===== config.mk =====
export PLATFORM = sky130hd
export DESIGN_NAME = cbbt_exec
export DESIGN_NICKNAME = d
export VERILOG_FILES = /design/src/cbbt_pkg.sv /design/src/cbbt_cond.sv /design/src/cbbt_exec.sv
export SDC_FILE = /design/constraint.sdc
export NUM_CORES = 1
export LEC_CHECK = 0
export BUFFER_PORTS_ARGS = -buffer_cell sky130_fd_sc_hd__buf_2
export CAP_MARGIN = 20
export CELL_PAD_IN_SITES_DETAIL_PLACEMENT = 0
export CELL_PAD_IN_SITES_GLOBAL_PLACEMENT = 2
export CORE_MARGIN = 1.5
export CORE_UTILIZATION = 35
export CTS_CLUSTER_SIZE = 25
export DETAILED_ROUTE_END_ITERATION = 7
export PLACE_DENSITY = 0.89
export SKIP_CTS_REPAIR_TIMING = 1
export SYNTH_ARGS = -nofsm -noshare
export SYNTH_HDL_FRONTEND = slang
export SYNTH_SLANG_ARGS = --single-unit

===== constraint.sdc =====
create_clock -name i_clk -period 5.19 [get_ports i_clk]
set_clock_uncertainty 0.2 [all_clocks]
set_input_delay 0.2595 -clock i_clk [delete_from_list [all_inputs] [get_ports i_clk]]
set_output_delay 0.2595 -clock i_clk [all_outputs]
set_load 0.05 [all_outputs]

===== src/cbbt_pkg.sv =====
package cbbt_pkg;
  // widths
  localparam int unsigned ADDR_W       = 16;                 // address bus width
  localparam int unsigned DATA_W       = 8;                  // data bus width
  // fixed addresses and reset values
  localparam logic [15:0] DUMMY_ADDR   = 16'hFFFF;           // idle read address
  localparam logic [15:0] RESET_PC     = 16'h0000;           // pc after reset
  localparam logic [7:0]  CCR_RESET    = 8'hD0;              // stop, x mask, i mask set
  localparam logic [7:0]  DIRECT_PAGE  = 8'h00;              // high byte of direct address
  // condition code bit positions
  localparam int unsigned CC_C         = 0;                  // carry
  localparam int unsigned CC_V         = 1;                  // overflow
  localparam int unsigned CC_Z         = 2;                  // zero
  localparam int unsigned CC_N         = 3;                  // negative
  // opcodes and opcode fields
  localparam logic [7:0]  OP_PAGE_Y    = 8'h18;              // y-index prefix
  localparam logic [3:0]  OP_BR_GROUP  = 4'h2;               // high nibble of branches
  localparam logic [3:0]  OP_BIT_LOW   = 4'h5;               // low nibble of bit test
  localparam logic [7:0]  OP_BIT_TEST_ACC_A_IDX  = 8'hA5;              // acc a indexed
  localparam logic [7:0]  OP_BIT_TEST_ACC_B_IDX  = 8'hE5;              // acc b indexed
  localparam int unsigned OP_ACC_BIT   = 6;                  // 0 acc a, 1 acc b
  localparam logic [7:0]  OP_BR_UGE    = 8'h24;              // branch_unsigned_ge
  localparam logic [7:0]  OP_BR_UGT    = 8'h22;              // branch_unsigned_gt
  localparam logic [7:0]  OP_BR_SGT    = 8'h2E;              // branch_signed_gt
  localparam logic [7:0]  OP_BR_SLE    = 8'h2F;              // branch_signed_le
  localparam logic [7:0]  OP_BR_ALW    = 8'h20;              // branch_always
  // bit test addressing modes, opcode bits 5:4
  localparam logic [1:0]  MODE_IMM     = 2'h0;               // immediate
  localparam logic [1:0]  MODE_DIR     = 2'h1;               // direct
  localparam logic [1:0]  MODE_IDX     = 2'h2;               // indexed
  localparam logic [1:0]  MODE_EXT     = 2'h3;               // extended
  // cycle counts
  localparam logic [2:0]  CYC_BRANCH   = 3'h3;               // any relative branch
  localparam logic [2:0]  CYC_IMM      = 3'h2;               // bit test immediate
  localparam logic [2:0]  CYC_DIR      = 3'h3;               // bit test direct
  localparam logic [2:0]  CYC_EXT      = 3'h4;               // bit test extended
  localparam logic [2:0]  CYC_IDX_X    = 3'h4;               // bit test x indexed
  localparam logic [2:0]  CYC_IDX_Y    = 3'h5;               // bit test y indexed

  // sign extension of a relative offset
  function automatic logic [15:0] sext8(input logic [7:0] v);
    return {{8{v[7]}}, v};
  endfunction : sext8

  // flags after a bit test: n, z from result, v cleared, rest kept
  function automatic logic [7:0] bit_flags(input logic [7:0] cc, input logic [7:0] res);
    logic [7:0] r;
    r         = cc;
    r[CC_N]   = res[7];
    r[CC_Z]   = (res == 8'h00);
    r[CC_V]   = 1'b0;
    return r;
  endfunction : bit_flags
endpackage : cbbt_pkg


===== src/cbbt_cond.sv =====
`timescale 1ns/10ps
`default_nettype none
module cbbt_cond (
  input  wire logic [3:0] i_sel,   // low nibble of branch opcode
  input  wire logic [7:0] i_ccr,   // condition_code_reg
  output logic            o_take   // branch condition true
);
  // flag taps
  wire logic c_f = i_ccr[cbbt_pkg::CC_C];   // carry
  wire logic v_f = i_ccr[cbbt_pkg::CC_V];   // overflow
  wire logic z_f = i_ccr[cbbt_pkg::CC_Z];   // zero
  wire logic n_f = i_ccr[cbbt_pkg::CC_N];   // negative
  wire logic nxv = n_f ^ v_f;               // signed less-than
  logic      base;                          // even-opcode condition

  // even opcode condition of each complementary pair
  always_comb begin
    unique case (i_sel[3:1])
      3'h0: base = 1'b1;             // always
      3'h1: base = ~(c_f | z_f);     // unsigned greater
      3'h2: base = ~c_f;             // unsigned ge, carry clear
      3'h3: base = ~z_f;             // not equal
      3'h4: base = ~v_f;             // no overflow
      3'h5: base = ~n_f;             // plus
      3'h6: base = ~nxv;             // signed ge
      3'h7: base = ~(z_f | nxv);     // signed greater
    endcase
  end

  // odd opcode is the complement
  assign o_take = base ^ i_sel[0];
endmodule : cbbt_cond
`default_nettype wire


===== src/cbbt_exec.sv =====
// Summary of operation
// - unsigned ge branch 24 taken when carry clear
// - signed le 2F: Z or (N xor V)
// - full branch map 20..2F, pairs by bit0
// - taken target is opcode address+2+offset
// - branch reads opcode, offset, then FFFF
// - branches leave condition codes unchanged
// - non-arithmetic core updates keep the carry
// - bit test ANDs accumulator with operand
// - bit test writes neither accumulator nor memory
// - bit test opcodes for both accumulators
// - bit test cycle counts and bus addresses
`timescale 1ns/10ps
`default_nettype none
module cbbt_exec (
  input  wire logic        i_clk,        // 125 MHz core clock
  input  wire logic        i_reset,      // async reset, active high
  input  wire logic        i_ce,         // clock enable, freezes all state
  input  wire logic [7:0]  i_data,       // read data, valid in the same cycle
  input  wire logic [7:0]  i_acc_a,      // accumulator a of the core
  input  wire logic [7:0]  i_acc_b,      // accumulator b of the core
  input  wire logic [15:0] i_idx_x,      // index register x
  input  wire logic [15:0] i_idx_y,      // index register y
  input  wire logic        i_ccr_wr,     // core writes condition codes
  input  wire logic [7:0]  i_ccr_val,    // value written by the core
  input  wire logic        i_ccr_keep_c, // writer is inc/dec/ld/st/tst/clr/com class
  output logic             o_ccr_rdy,    // core write accepted this cycle
  output logic [15:0]      o_addr,       // bus address
  output logic             o_rw,         // 1 = read
  output logic [15:0]      o_pc,         // program counter
  output logic [7:0]       o_ccr,        // condition_code_reg
  output logic             o_done,       // instruction finished, pulse
  output logic             o_taken,      // branch taken, pulse with o_done
  output logic             o_unsup,      // opcode not handled here, pulse
  output logic [2:0]       o_cycles      // cycles of finished instruction
);
  typedef enum logic [2:0] {S_FETCH, S_PAGE, S_OPND, S_OPND2, S_BR_OFF, S_DUMMY, S_MEM}
    cbbt_state_t;

  cbbt_state_t state_ff;       // sequencer state
  cbbt_state_t nxt_state;      // next state
  logic [15:0] pc_ff;          // fetch pointer / pc
  logic [15:0] nxt_pc;         // next pc
  logic [7:0]  op_ff;          // current opcode
  logic        page_y_ff;      // y prefix seen
  logic [7:0]  hi_ff;          // first operand byte
  logic [7:0]  lo_ff;          // second operand byte
  logic [7:0]  rel_ff;         // branch offset
  logic [7:0]  ccr_ff;         // condition codes
  logic [7:0]  nxt_ccr;        // next condition codes
  logic [2:0]  cyc_ff;         // cycles so far
  logic        done_ff;        // done pulse
  logic        taken_ff;       // taken pulse
  logic        unsup_ff;       // unsupported pulse
  logic [2:0]  cycles_ff;      // length of last instruction
  logic        fin;            // this cycle ends an instruction
  logic        bad_op;         // this cycle rejects an opcode

  // opcode decoding
  wire logic       f_is_br  = (i_data[7:4] == cbbt_pkg::OP_BR_GROUP);
  wire logic       f_is_bit = i_data[7] && (i_data[3:0] == cbbt_pkg::OP_BIT_LOW);
  wire logic       f_is_pg  = (i_data == cbbt_pkg::OP_PAGE_Y);
  wire logic       p_ok     = (i_data == cbbt_pkg::OP_BIT_TEST_ACC_A_IDX) ||
                              (i_data == cbbt_pkg::OP_BIT_TEST_ACC_B_IDX);
  wire logic [1:0] mode     = op_ff[5:4];
  wire logic       is_br    = (op_ff[7:4] == cbbt_pkg::OP_BR_GROUP);
  wire logic [7:0] acc_sel  = op_ff[cbbt_pkg::OP_ACC_BIT] ? i_acc_b : i_acc_a; // selected_accumulator
  wire logic [7:0] and_res  = acc_sel & i_data;
  wire logic [15:0] idx_sel = page_y_ff ? i_idx_y : i_idx_x;
  wire logic [15:0] ea_idx  = idx_sel + {8'h00, hi_ff};
  wire logic [15:0] ea_dir  = {cbbt_pkg::DIRECT_PAGE, hi_ff};
  wire logic [15:0] ea_ext  = {hi_ff, lo_ff};
  wire logic [15:0] br_tgt  = pc_ff + cbbt_pkg::sext8(rel_ff);
  wire logic        take;                                                      // branch condition

  // branch condition on current codes
  cbbt_cond u_cond (
    .i_sel  (op_ff[3:0]),
    .i_ccr  (ccr_ff),
    .o_take (take)
  );

  // bus address per state, reads only
  assign o_rw      = 1'b1;
  assign o_addr    = (state_ff == S_DUMMY) ? cbbt_pkg::DUMMY_ADDR :
                     (state_ff != S_MEM)   ? pc_ff :
                     (mode == cbbt_pkg::MODE_DIR) ? ea_dir :
                     (mode == cbbt_pkg::MODE_EXT) ? ea_ext : ea_idx;
  assign o_ccr_rdy = (state_ff == S_FETCH);
  assign o_pc      = pc_ff;
  assign o_ccr     = ccr_ff;
  assign o_done    = done_ff;
  assign o_taken   = taken_ff;
  assign o_unsup   = unsup_ff;
  assign o_cycles  = cycles_ff;

  // sequencer next state, pc and flags
  always_comb begin
    nxt_state = state_ff;
    nxt_pc    = pc_ff;
    nxt_ccr   = ccr_ff;
    fin       = 1'b0;
    bad_op    = 1'b0;
    unique case (state_ff)
      S_FETCH: begin
        nxt_pc = pc_ff + 16'h0001;
        if (i_ccr_wr) begin
          // core update; carry held for the non-arithmetic class
          nxt_ccr = i_ccr_keep_c ? {i_ccr_val[7:1], ccr_ff[cbbt_pkg::CC_C]} : i_ccr_val;
        end
        if (f_is_pg) begin
          nxt_state = S_PAGE;
        end else if (f_is_br) begin
          nxt_state = S_BR_OFF;
        end else if (f_is_bit) begin
          nxt_state = S_OPND;
        end else begin
          bad_op = 1'b1;
        end
      end
      S_PAGE: begin
        nxt_pc    = pc_ff + 16'h0001;
        nxt_state = p_ok ? S_OPND : S_FETCH;
        bad_op    = ~p_ok;
      end
      S_OPND: begin
        nxt_pc = pc_ff + 16'h0001;
        unique case (mode)
          cbbt_pkg::MODE_IMM: begin
            nxt_ccr   = cbbt_pkg::bit_flags(ccr_ff, and_res);
            nxt_state = S_FETCH;
            fin       = 1'b1;
          end
          cbbt_pkg::MODE_DIR: nxt_state = S_MEM;
          cbbt_pkg::MODE_EXT: nxt_state = S_OPND2;
          cbbt_pkg::MODE_IDX: nxt_state = S_DUMMY;
        endcase
      end
      S_OPND2: begin
        nxt_pc    = pc_ff + 16'h0001;
        nxt_state = S_MEM;
      end
      S_BR_OFF: begin
        nxt_pc    = pc_ff + 16'h0001;
        nxt_state = S_DUMMY;
      end
      S_DUMMY: begin
        if (is_br) begin
          // pc already holds opcode address plus two; codes untouched
          nxt_pc    = take ? br_tgt : pc_ff;
          nxt_state = S_FETCH;
          fin       = 1'b1;
        end else begin
          nxt_state = S_MEM;
        end
      end
      S_MEM: begin
        nxt_ccr   = cbbt_pkg::bit_flags(ccr_ff, and_res);
        nxt_state = S_FETCH;
        fin       = 1'b1;
      end
    endcase
  end

  // state, pc and codes
  always_ff @(posedge i_clk or posedge i_reset) begin
    if (i_reset) begin
      state_ff <= S_FETCH;
      pc_ff    <= cbbt_pkg::RESET_PC;
      ccr_ff   <= cbbt_pkg::CCR_RESET;
    end else if (i_ce) begin
      state_ff <= nxt_state;
      pc_ff    <= nxt_pc;
      ccr_ff   <= nxt_ccr;
    end
  end

  // operand capture
  always_ff @(posedge i_clk or posedge i_reset) begin
    if (i_reset) begin
      op_ff     <= 8'h00;
      page_y_ff <= 1'b0;
      hi_ff     <= 8'h00;
      lo_ff     <= 8'h00;
      rel_ff    <= 8'h00;
    end else if (i_ce) begin
      if (state_ff == S_FETCH || state_ff == S_PAGE) begin
        op_ff <= i_data;
      end
      if (state_ff == S_FETCH) begin
        page_y_ff <= f_is_pg;
      end
      if (state_ff == S_OPND) begin
        hi_ff <= i_data;
      end
      if (state_ff == S_OPND2) begin
        lo_ff <= i_data;
      end
      if (state_ff == S_BR_OFF) begin
        rel_ff <= i_data;
      end
    end
  end

  // cycle count and status pulses
  always_ff @(posedge i_clk or posedge i_reset) begin
    if (i_reset) begin
      cyc_ff    <= 3'h0;
      done_ff   <= 1'b0;
      taken_ff  <= 1'b0;
      unsup_ff  <= 1'b0;
      cycles_ff <= 3'h0;
    end else if (i_ce) begin
      cyc_ff   <= (state_ff == S_FETCH) ? 3'h1 : cyc_ff + 3'h1;
      done_ff  <= fin;
      taken_ff <= fin && is_br && take;
      unsup_ff <= bad_op;
      if (fin) begin
        cycles_ff <= cyc_ff + 3'h1;
      end
    end
  end

  wire logic br_end  = (state_ff == S_DUMMY) && is_br && i_ce;
  wire logic bit_end = fin && !is_br && i_ce;
  wire logic [2:0] exp_cyc = (mode == cbbt_pkg::MODE_IMM) ? cbbt_pkg::CYC_IMM :
                             (mode == cbbt_pkg::MODE_DIR) ? cbbt_pkg::CYC_DIR :
                             (mode == cbbt_pkg::MODE_EXT) ? cbbt_pkg::CYC_EXT :
                             page_y_ff ? cbbt_pkg::CYC_IDX_Y : cbbt_pkg::CYC_IDX_X;
endmodule : cbbt_exec
`default_nettype wire


== After elaboration in Yosys (flattened, before gate mapping) ==
Index checks and enable logic that the tools add are counted.
Widths: inputs -> output; s select.

* Add/subtract/negate cells: 4
* $mul: 0
* Divide/modulo/power cells: 0
* Order comparisons: 0
* Equal/unequal tests: 28
* Shifts and indexed selects: 0
* Multiplexer cells: 29
* Bitwise operators: 16
* Reduce and logical (&&, ||, !) cells: 23

{| class="wikitable"
|+ Operators by type and width
! cell !! number
|-
| $mux 16 || 7
|-
| $pmux 16 s2 || 1
|-
| $pmux 8 s3 || 1
|-
| $eq 3x3->1 const B || 7
|-
| $pmux 3 s7 || 1
|-
| $add 16x1->16 const B || 1
|-
| $add 16x16->16 || 1
|-
| $add 16x8->16 || 1
|-
| $eq 8x8->1 const B || 2
|-
| $mux 8 || 2
|-
| $mux 3 || 5
|-
| $reduce_and 2->1 || 7
|-
| $eq 3x2->1 const B || 4
|-
| $pmux 3 s4 || 1
|-
| $not 1->1 || 11
|-
| $and 8x8->8 || 1
|-
| $eq 4x2->1 const B || 2
|-
| $eq 8x5->1 const B || 1
|-
| $logic_not 8->1 || 1
|-
| $pmux 1 s8 || 1
|-
| $reduce_and 4->1 || 2
|-
| $eq 3x1->1 const B || 2
|-
| $logic_not 3->1 || 2
|-
| $mux 1 || 6
|-
| 22 further kinds || 30
|}

* Register bits after elaboration: 69
* Bits in latches: 0
* Memory bits (writable): 0
* Memory bits (read-only): 0
* Word-level logic and storage cells: 115
* Memories kept: 0

== Depth between registers and ports, before layout ==
* Depth in word-level cells: 8
* Gate-level depth with buffers: 13
* Gate-level depth less buffers: 12

== Hierarchy ==
From an unflattened synthesis, not the netlist that was laid out.

* Cell total of the unflattened synthesis: 538
* Area, all modules: 4978.5 um^2

{| class="wikitable"
|+ By module, submodules not included
! module !! instances !! cells an instance !! area each (um^2) !! seq. area each (um^2)
|-
| cbbt_exec || 1 || 527 || 4895.9 || 1730.4
|-
| cbbt_cond || 1 || 11 || 82.6 || 0.0
|}

== Worst setup path before layout ==
Ideal clock, no wire load.

* Kind: reg2out
* Start: register page_y_ff
* End: output o_addr[10]
* Arrival time: 3.703 ns
* Slack: 1.028 ns
* Cell stages (with the launch flop): 14
* Buffers on the path: 2
* Path through: dfrtp_1 > buf_4 > buf_1 > mux2_2 > ha_1 > inv_1 > fa_1 > nor2b_1 > o21ai_0 > a21boi_0 > o21ai_0 > a211oi_1 > xor2_1 > o21ai_0

* Cells in the longest elaborated chain, start to end: 6

{| class="wikitable"
|+ RTL lines
! element !! line !! RTL
|-
| from (decl) || cbbt_exec.sv:45 || <nowiki>logic page_y_ff;</nowiki>
|-
| from (signal assigned) || cbbt_exec.sv:191 || <nowiki>page_y_ff <= f_is_pg;</nowiki>
|-
| $mux 16 || cbbt_exec.sv:69 || <nowiki>wire logic [15:0] idx_sel = page_y_ff ? i_idx_y : i_idx_x;</nowiki>
|-
| $add 16x8->16 || cbbt_exec.sv:70 || <nowiki>wire logic [15:0] ea_idx = idx_sel + {8'h00, hi_ff};</nowiki>
|-
| $mux 16 || cbbt_exec.sv:88 || <nowiki>(mode == cbbt_pkg::MODE_EXT) ? ea_ext : ea_idx;</nowiki>
|-
| $mux 16 || cbbt_exec.sv:87 || <nowiki>(mode == cbbt_pkg::MODE_DIR) ? ea_dir :</nowiki>
|-
| $mux 16 || cbbt_exec.sv:86 || <nowiki>(state_ff != S_MEM) ? pc_ff :</nowiki>
|-
| $mux 16 || cbbt_exec.sv:85 || <nowiki>assign o_addr = (state_ff == S_DUMMY) ? cbbt_pkg::DUMMY_ADDR :</nowiki>
|-
| to (decl) || cbbt_exec.sv:28 || <nowiki>output logic [15:0] o_addr,</nowiki>
|}

Every way passes these cells.

== Final worst setup path ==
* Start: register page_y_ff
* End: output o_addr[6]

The elaborated chain is that of the path after synthesis.

==> impl_metrics.env <==
export IMPL_path_delay_family="compound AO/OA/AOI/OAI gates"
export IMPL_status="finished with violations"
export IMPL_clock_root_buffer="clkbuf_16"
export IMPL_n_antenna_cell=0
export IMPL_grt_max_degree=70
export IMPL_grt_ovfl_total=0
export IMPL_slowest_delay_ns=0.90
export IMPL_dp_hpwl_um=10700
export IMPL_routed_wirelength_um=14000
export IMPL_hold_class="primary input to flop"
export IMPL_rsz0062_at_grt="false"
export IMPL_period_share_pct=85.4
export IMPL_row_count=43
export IMPL_clock_sinks=69
export IMPL_powerDensity_mw_per_mm2=690
export IMPL_globalplace_congestion=0.874
export IMPL_cp_slowest_cell="dfrtp_1"
export IMPL_antenna_found_initial=0
export IMPL_critPathRequiredTime_ns=4.73
export IMPL_dp_cells=825
export IMPL_tns_ns=0
export IMPL_cts_tree="done"
export IMPL_synthCells=551
export IMPL_cts_buffers=9
export IMPL_drt_vias_per_instance=5.39
export IMPL_crit_buf_inv=2
export IMPL_synth_most_common_cell="dfrtp_1"
export IMPL_crit_path_end="o_addr[6]"
export IMPL_yosys_warnings=0
export IMPL_area_delta_synth_final_pct=21.8
export IMPL_final_area_mm2=0.00608
export IMPL_drc=0
export IMPL_slew_violations=0
export IMPL_worstReg2RegEnd="o_pc[15]$_DFFE_PP0P_"
export IMPL_path_class="flop to output pin"
export IMPL_drv_cap=0
export IMPL_clock_latency_ns=0.34
export IMPL_endpoint_kind="output pin"
export IMPL_vias=4570
export IMPL_grt_usage_pct=19.1
export IMPL_die_x_um=122
export IMPL_reg2reg_setup_slack_ns=1.30
export IMPL_cp_data_arrival_time_ns=3.97
export IMPL_drt_iter0_drc=217
export IMPL_critPathLaunch="page_y_ff$_DFFE_PP0P_"
export IMPL_synth_area_mm2=0.00499
export IMPL_post_dp_cell_area_mm2=0.00571
export IMPL_setup_viol=0
export IMPL_yosys_area_top_type_share_pct=33.1
export IMPL_nFillCells=1415
export IMPL_initial_core_util_pct=36.0
export IMPL_hold_ws_ns=-0.0151
export IMPL_layout_drive_gt1_share_pct=29.6
export IMPL_synth_edf_count=0
export IMPL_cts_htree_levels=3
export IMPL_ys_top_cells_by_area="dfrtp_1 33%, mux2_2 11%, ha_1 7.0%"
export IMPL_hold_viol=20
export IMPL_drtAntennaViolNets=0
export IMPL_grt_pass1_vias=4338
export IMPL_stdcell_count=848
export IMPL_fin_nets=762
export IMPL_crit_fanout=21
export IMPL_final_core_util_pct=43.8
export IMPL_crit_chain="mux2_2, ha_1, inv_1, fa_1, nor2b_1, o21ai_0, a21boi_0, o21ai_0, nor2b_1, xnor2_1, o221a_2, buf_2"
export IMPL_grt_first_pass_wirelength_um=22100
export IMPL_fmaxAchievable_mhz=226
export IMPL_ys_seq_area_share_pct=34.7
export IMPL_dr_pass1_iters=4
export IMPL_slew_headroom_pct=41.2
export IMPL_irDropWorstVdd_mv=0.270
export IMPL_p_leak_nw=2.80
export IMPL_synth_top_cells_by_count="66 x dfrtp_1, 63 x o21ai_0, 59 x nand2_1"
export IMPL_io_pins=117
export IMPL_syn_avg_cell_area_um2=9.06
export IMPL_reg2reg_from="state_ff[2]$_DFFE_PP0P_"
export IMPL_cts_clk_slew_worst_paths_ns=0.06
export IMPL_fp_dieArea_mm2=0.0150
export IMPL_synthDistinctLibCells=68
export IMPL_wire_per_inst_um=16.5
export IMPL_synth_main_ff_cell="dfrtp_1"
export IMPL_ys_ff_latch=69
export IMPL_io_buffers=115
export IMPL_synth_top_area_cell="dfrtp_1"
export IMPL_violations="negative hold slack"
export IMPL_ys_async_sr_fraction_pct=100
export IMPL_r2r_cells=12
export IMPL_die_h_um=122
export IMPL_clockBufferDepth=2
export IMPL_design_core_area_mm2=0.0139
export IMPL_worst_path_stages=12
export IMPL_syn_num_nets=650
export IMPL_cp_start_kind="flop"
export IMPL_worstMarginPinSlew_ns=0.882
export IMPL_fin_crit_ns=4.43
report_power, final:
part / total (mW) / internal (mW) / switching, mW
registers: 1.06 / 0.795 / 0.263
clock network: 0.617 / 0.373 / 0.244
logic: 2.52 / 0.830 / 1.69
routing by layer:
layer,global-route usage [%],part of all wire [%],vias to the layer above
met5,0,0,-
met4,6.25,1.6,0
met3,2.51,5.0,19
met2,31.4,47,121
met1,26.0,46,2168
li1,-,-,2262
how the worst min path moves through the flow:
stage / from / end / slack, ns / depth (start not counted)
after global placement: o_ccr[5]$_DFFE_PP0P_ / o_ccr[5]$_DFFE_PP0P_ / 0.26 / 2
after global routing: i_ccr_val[3] / o_ccr[3]$_DFFE_PP0P_ / 0.006 / 3
after detailed placement: o_cycles[0]$_DFFE_PP0P_ / o_cycles[0]$_DFFE_PP0P_ / 0.27 / 2
final: i_ccr_val[3] / o_ccr[3]$_DFFE_PP0P_ / -0.02 / 3
after floorplan: i_ccr_val[4] / o_ccr[4]$_DFFE_PP1P_ / 0.16 / 2
after CTS: i_ccr_val[7] / o_ccr[7]$_DFFE_PP1P_ / -0.08 / 3
metrics by stage:
| stage | power (mW) | setup WS [ns] |
|---|---|---|
| floorplan | 2.96 | 1.03 |
| detailed placement | 3.58 | 1.15 |
| global route | 4.50 | 0.545 |
| global placement | 3.54 | 1.30 |
| CTS | 4.22 | 0.740 |
| finish | 4.19 | 0.760 |
cells by family after synthesis:
| logic type | share of synthesized area, % |
|---|---|
| mux | 12.2 |
| fa+ha+maj | 7.82 |
| other cells | 0.0751 |
| xor+xnor | 4.21 |
| simple gates | 17.0 |
| buf+inv | 3.66 |
| flops | 34.7 |
| compound gates | 20.3 |
tightest hold or removal path, stage by stage:
cell and delay (ns):
buf_2 0.10, nand2_1 0.05, a31oi_1 0.08
state kept, by name (all words and copies together) (netlist names):
signal     cells
cyc_ff         3
hi_ff          8
lo_ff          8
o_ccr          8
o_cycles       3
o_done         1
o_pc          16
o_taken        1
o_unsup        1
op_ff          8
page_y_ff      1
rel_ff         8
state_ff       3
final cells by class:
cell class                 instances  area (um^2)  share of cell area, %
multi-input combinational        437         3080                   50.7
sequential                        69         1730                   28.5
timing repair buffer             124          661                   10.9
clock buffer                       9          225                   3.71
tap                              180          225                   3.71
inverter                          22         82.6                   1.36
clock inverter                     7         75.1                   1.24
layout by cell type, fill, tap and decap left out, types with 3 or more instances in the layout:
cell type,instances
a211oi_1,19
a21o_1,8
a21oi_1,26
a31o_2,4
a31oi_1,6
and2_1,6
and3_1,9
buf_2,115
clkbuf_16,9
clkinvlp_4,3
dfrtp_1,66
dfstp_2,3
dlygate4sd3_1,7
ha_1,28
inv_1,20
mux2_2,47
mux2i_1,8
nand2_1,59
nand2b_1,4
nand3_1,10
nand3b_1,4
nand4_1,3
nor2_1,25
nor2b_1,9
nor3_1,12
nor4_1,4
o211ai_1,3
o21a_1,3
o21ai_0,63
o22ai_1,3
or3_1,7
xnor2_1,9
xor2_1,15
Note: power is estimated with default switching activity, not from simulation.
